## src/design/alcr_pkg.sv

```systemverilog
// Constants shared by the accumulator load-from-control-register decoder.
package alcr_pkg;

  // ****************************************************************
  // Group size and source slots
  // ****************************************************************
  localparam int ALCR_NOPS = 8;
  localparam int ALCR_IDX_ADC_B = 0;
  localparam int ALCR_IDX_ADC_C = 1;
  localparam int ALCR_IDX_SP = 2;
  localparam int ALCR_IDX_IRQ_A = 3;
  localparam int ALCR_IDX_IRQ_B = 4;
  localparam int ALCR_IDX_TMR_A = 5;
  localparam int ALCR_IDX_TMR_B = 6;
  localparam int ALCR_IDX_TMR_C = 7;

  // ****************************************************************
  // Ten-bit program word codes
  // ****************************************************************
  localparam logic [9:0] ALCR_OP_LOAD_ADC_CTRL_B = 10'h245;
  localparam logic [9:0] ALCR_OP_LOAD_ADC_CTRL_C = 10'h246;
  localparam logic [9:0] ALCR_OP_LOAD_STACK_POINTER = 10'h050;
  localparam logic [9:0] ALCR_OP_LOAD_IRQ_CTRL_A = 10'h054;
  localparam logic [9:0] ALCR_OP_LOAD_IRQ_CTRL_B = 10'h055;
  localparam logic [9:0] ALCR_OP_LOAD_TIMER_CTRL_A = 10'h24b;
  localparam logic [9:0] ALCR_OP_LOAD_TIMER_CTRL_B = 10'h24c;
  localparam logic [9:0] ALCR_OP_LOAD_TIMER_CTRL_C = 10'h24d;

  // Table ordered by slot index, slot 0 in the low bits.
  localparam logic [ALCR_NOPS-1:0][9:0] ALCR_OP_TABLE = {
    ALCR_OP_LOAD_TIMER_CTRL_C, ALCR_OP_LOAD_TIMER_CTRL_B, ALCR_OP_LOAD_TIMER_CTRL_A,
    ALCR_OP_LOAD_IRQ_CTRL_B, ALCR_OP_LOAD_IRQ_CTRL_A, ALCR_OP_LOAD_STACK_POINTER,
    ALCR_OP_LOAD_ADC_CTRL_C, ALCR_OP_LOAD_ADC_CTRL_B};

  // ****************************************************************
  // Values after reset
  // ****************************************************************
  localparam logic [3:0] ALCR_ACC_RST = 4'h0;

endpackage

```

## src/design/alcr_core.sv

```systemverilog
// Execute logic that loads the accumulator from control registers or the stack pointer.
`timescale 1ns/10ps
module alcr_core import alcr_pkg::*; #(
  parameter logic [9:0] ADC_C_OPCODE = ALCR_OP_LOAD_ADC_CTRL_C
) (
  // Clock and reset.
  input wire logic clk_i,
  input wire logic rst_i,
  // Instruction fetched this machine cycle.
  input wire logic instr_valid_i,
  input wire logic [9:0] opcode_i,
  // Source registers.
  input wire logic [3:0] adc_ctrl_b_i,
  input wire logic [3:0] adc_ctrl_c_i,
  input wire logic [2:0] stack_pointer_i,
  input wire logic [3:0] irq_ctrl_a_i,
  input wire logic [3:0] irq_ctrl_b_i,
  input wire logic [3:0] timer_ctrl_a_i,
  input wire logic [3:0] timer_ctrl_b_i,
  input wire logic [3:0] timer_ctrl_c_i,
  // Read enables toward the source registers.
  output logic [ALCR_NOPS-1:0] rd_en_o,
  output logic hit_o,
  // Accumulator write path.
  output logic acc_we_o,
  output logic [3:0] acc_data_o,
  // Sequencer side effects.
  output logic carry_we_o,
  output logic skip_o
);

  typedef struct packed {
    logic [3:0] acc;
    logic we;
  } alcr_state_t;

  alcr_state_t state_q;
  alcr_state_t state_d;
  logic [ALCR_NOPS-1:0] sel;
  logic [ALCR_NOPS-1:0][3:0] src;

  // ****************************************************************
  // Decode
  // ****************************************************************
  // Decode the opcode table.
  alcr_decode #(
    .ADC_C_OPCODE(ADC_C_OPCODE)
  ) u_decode (
    .valid_i(instr_valid_i),
    .opcode_i(opcode_i),
    .sel_o(sel)
  );

  // ****************************************************************
  // Source gathering
  // ****************************************************************
  assign src[ALCR_IDX_ADC_B] = adc_ctrl_b_i;
  assign src[ALCR_IDX_ADC_C] = adc_ctrl_c_i;
  assign src[ALCR_IDX_SP] = {1'b0, stack_pointer_i};
  assign src[ALCR_IDX_IRQ_A] = irq_ctrl_a_i;
  assign src[ALCR_IDX_IRQ_B] = irq_ctrl_b_i;
  assign src[ALCR_IDX_TMR_A] = timer_ctrl_a_i;
  assign src[ALCR_IDX_TMR_B] = timer_ctrl_b_i;
  assign src[ALCR_IDX_TMR_C] = timer_ctrl_c_i;

  // Read enables are observation only.
  // Enables stay combinational so a source can present its value in the decode cycle.
  assign rd_en_o = sel;
  assign hit_o = |sel;

  // ****************************************************************
  // Next state
  // ****************************************************************
  always_comb begin
    state_d = state_q;
    state_d.we = 1'b0;
    if (|sel) begin
      state_d.acc = 4'h0;
      for (int i = 0; i < ALCR_NOPS; i++) begin
        if (sel[i]) begin
          state_d.acc = state_d.acc | src[i];
        end
      end
      state_d.we = 1'b1;
    end
  end

  always_ff @(posedge clk_i) begin
    if (rst_i) begin
      state_q <= '{acc: ALCR_ACC_RST, we: 1'b0};
    end else begin
      state_q <= state_d;
    end
  end

  assign acc_we_o = state_q.we;
  assign acc_data_o = state_q.acc;
  assign carry_we_o = 1'b0;
  assign skip_o = 1'b0;

  // ****************************************************************
  // Per-slot source routing
  // ****************************************************************
  // Each enable routes only its own source.
  for (genvar g = 0; g < ALCR_NOPS; g++) begin : g_slot_chk

  end
endmodule

```

## src/design/alcr_decode.sv

```systemverilog
// Opcode decoder giving one select line per load instruction.
`timescale 1ns/10ps
module alcr_decode import alcr_pkg::*; #(
  parameter logic [9:0] ADC_C_OPCODE = ALCR_OP_LOAD_ADC_CTRL_C
) (
  // Instruction.
  input wire logic valid_i,
  input wire logic [9:0] opcode_i,
  // Selects.
  output logic [ALCR_NOPS-1:0] sel_o
);

  // ****************************************************************
  // Per-slot compare
  // ****************************************************************
  for (genvar g = 0; g < ALCR_NOPS; g++) begin : g_cmp
    localparam logic [9:0] CODE = (g == ALCR_IDX_ADC_C) ? ADC_C_OPCODE : ALCR_OP_TABLE[g];
    assign sel_o[g] = valid_i && (opcode_i == CODE);
  end

endmodule

```

## config.mk

```make
export PLATFORM = sky130hd
export DESIGN_NAME = alcr_core
export DESIGN_NICKNAME = d
export VERILOG_FILES = /design/src/design/alcr_pkg.sv /design/src/design/alcr_core.sv /design/src/design/alcr_decode.sv
export SDC_FILE = /design/constraint.sdc
export NUM_CORES = 1
export LEC_CHECK = 0
export ABC_CLOCK_PERIOD_IN_PS = 2050
export BUFFER_PORTS_ARGS = -buffer_cell sky130_fd_sc_hd__buf_4
export CAP_MARGIN = 30
export CORE_MARGIN = 5
export CORE_UTILIZATION = 37
export DETAILED_ROUTE_END_ITERATION = 10
export GPL_TIMING_DRIVEN = 0
export PLACE_DENSITY = 0.78
export REMOVE_ABC_BUFFERS = 1
export SETUP_SLACK_MARGIN = 0.15
export SLEW_MARGIN = 25
export SYNTH_ARGS = -nofsm -noshare
export SYNTH_HDL_FRONTEND = slang
export SYNTH_SLANG_ARGS = --single-unit
```

## constraint.sdc

```tcl
create_clock -name clk_i -period 2.05 [get_ports clk_i]
set_clock_uncertainty 0.05 [all_clocks]
set_input_delay 0.41 -clock clk_i [delete_from_list [all_inputs] [get_ports clk_i]]
set_output_delay 0.41 -clock clk_i [all_outputs]
set_load 0.01 [all_outputs]
```

==> flow_metrics.tcl <==
set metrics [dict create \
    cp-end-kind "output port" \
    path_clk_slew_ns 0.04 \
    finalSetupTns_ns 0 \
    cp_max_fo 11 \
    clk_latency_ns 0.24 \
    dpl.hpwl_um 1980 \
    drive_above_1_share_pct 57.6 \
    final_util_pct 72.3 \
    dp_slack_ns -0.223 \
    vias_per_cell 5.29 \
    p_clk_share_pct 31.3 \
    layout.nets 189 \
    n_antenna_cell 0 \
    yosysMostFrequentCell "mux2i_1" \
    grt_pass1_vias 851 \
    wirelength_um 2660 \
    yosys-top-cells-count "mux2i_1, buf_4, dfxtp_1, nor2_1" \
    clockBufferDepth 2 \
    switchingPower_mw 0.101 \
    fin_cells 169 \
    cts_tree "done" \
    hold_path.class "in2reg" \
    worstPathRequired_ns 1.59 \
    cp-start-kind "input pin" \
    grt_overflow_total 0 \
    area_growth_pct 82.1 \
    hold_violations 0 \
    setup_viol 0 \
    routedWlPerCell_um 15.7 \
    setup_slack_ns 0.0785 \
    vias 894 \
    intPower_mw 0.259 \
    cp.arrival_ns 1.51 \
    dieHeight_um 53.5 \
    r2r_slack_ns 1.29 \
    cts_num_sinks 5 \
    numCtsBuffers 3 \
    muxShareOfSynthArea_pct 11.6 \
    synthFlopType "dfxtp_1" \
    r2r_start "acc_data_o[3]" \
    drtIter0Drc 12 \
    pwr-share-seq_pct 27.2 \
    cap_violations 0 \
    synth-xor-area-share_pct 0 \
    p_total_mw 0.361 \
    synth.avg_cell_area_um2 8.44 \
    clk_root_buffer_cell "clkbuf_4" \
    initial_core_util_pct 39.7 \
    grt_max_degree 13 \
    core_area_um2 1760 \
    fin_crit_sh_pct 96.2 \
    reg2regPathDepth 2 \
    synth_async_sr_flop_share_pct 0 \
    grt_pass1_wl_um 3800 \
    drc 0 \
    die-area_um2 2860 \
    crit_path_start "opcode_i[3]" \
    num_io_pins 60 \
    multi_input_area_um2 616 \
    seq_area_frac_synth_pct 14.3 \
    fmax_ghz 0.507 \
    die_x_um 53.5 \
    htreeDepth 1 \
    critical_path_class "in2out" \
    synth-simple-area-share_pct 34.8 \
    synth_edf_count 0 \
    antenna_found_initial 0 \
    ys_types 38 \
    synth-compound-area-share_pct 29.6 \
    row_count 15 \
    ys_ff_latch 5 \
    first_pass_iters 4 \
    min_period_ns 1.97 \
    synthCells 83 \
    yosys.area.top_type "dfxtp_1" \
    swShare_pct 28.1 \
    endpoint "hit_o" \
    track_usage_pct 17.9 \
    fillers 150 \
    yosys_warnings 0 \
    p_leak_nw 0.572 \
    syn-cell-area_um2 701 \
    status "completed" \
    reg2reg_to "acc_data_o[3]" \
    synthAdderAreaFrac_pct 0 \
    numPortBuffers 57 \
    power_frac_comb_pct 41.5 \
    synth_top_family_by_area "simple AND/OR/NAND/NOR gates" \
    ys_top_cells_by_area "dfxtp_1, mux2i_1, buf_4" \
    ir_drop_mv 0.291 \
    place_inst 160 \
    rsz0062_at_grt "true" \
    ff_latch_area_um2 100 \
    place_congestion 0.805 \
    p_per_area_nw_per_um2 283 \
    drv_slew 0 \
    synth_top_area_share_pct 14.3 \
    drtAntennaViolNets 0 \
]
## worst max-delay path: stages
cell and delay (ns):
buf_8 0.13, nor3b_4 0.28, o21bai_4 0.18, a2bb2oi_2 0.08, o32ai_4 0.29, buf_6 0.15
## cell type report
type,instances,share of cell area [%]
inverter,4,1.18
clock buffer,4,2.06
timing repair buffer,62,38.2
tap,25,2.45
multi-input combinational,69,48.2
sequential,5,7.84
## worst min path at each step
stage	from	end	slack (ns)	cells past startpoint
6_report	rst_i	acc_we_o	0.33	2
2_1_floorplan	rst_i	acc_we_o	0.43	1
3_5_place_dp	acc_data_o[2]	acc_data_o[2]	0.40	2
5_1_grt	rst_i	acc_we_o	0.34	2
4_1_cts	rst_i	acc_we_o	0.32	2
3_3_place_gp	acc_data_o[2]	acc_data_o[2]	0.41	2
## per-stage QoR
| step | hold slack, ns | cell area, um2 |
|---|---|---|
| finish | 0.332 | 1280 |
| global route | 0.340 | 1280 |
| CTS | 0.324 | 1210 |
| detailed placement | 0.405 | 1110 |
| global placement | 0.407 | 1110 |
| floorplan | 0.432 | 656 |
## cell families (layout without fill, tap and decap cells)
kind of cell,after synthesis,after routing
multiplexers,8,8
buffers and inverters,10,70
AND/OR/NAND/NOR,35,35
flip-flops,5,5
other,1,2
AO/OA/AOI/OAI,24,24
## metal layers
layer	share of wire (%)	up-vias	routed length, um	global-route usage [%]
li1	-	440	-	-
met1	39	410	1030	21.0
met2	53	44	1420	32.7
met3	8.0	0	212	5.63
met4	0	0	0	1.28
met5	0	-	0	0
## power by group through the flow
stage | sequential [mW] | combinational [mW] | clock [mW]
floorplan | 0.0998 | 0.0435 | 0
detailed placement | 0.0997 | 0.129 | 0
global placement | 0.0997 | 0.127 | 0
global route | 0.0979 | 0.161 | 0.120
CTS | 0.0980 | 0.136 | 0.117
finish | 0.0980 | 0.150 | 0.113
## sequential cells by signal, indices dropped and copies added, names as in the netlist
name        cells
acc_data_o      4
acc_we_o        1
## cells in the final DEF, fill, tap and decap left out, types with 2 or more instances in the layout
cell / instances
inv_1: 3
conb_1: 2
buf_6: 4
dfxtp_1: 5
nor3b_4: 2
nor3b_2: 2
nor2b_1: 3
mux2i_1: 7
o21ai_1: 3
nor2_1: 4
o32ai_1: 3
nand2_1: 3
o31ai_1: 2
buf_4: 57
nand3b_1: 3
nand2b_1: 4
o22ai_1: 2
a22o_1: 2
clkbuf_4: 3
a22oi_1: 2
## what timing repair did
action | 4_1_cts | 5_1_grt
setup buffers | 4 | 1
gates resized for setup | 10 | 12
pin swaps | 4 | 7
endpoints found under the setup margin | 9 | 9
cloned | 0 | 0
hold buffers | 0 | 0
Note: power is estimated with default switching activity, not from simulation.
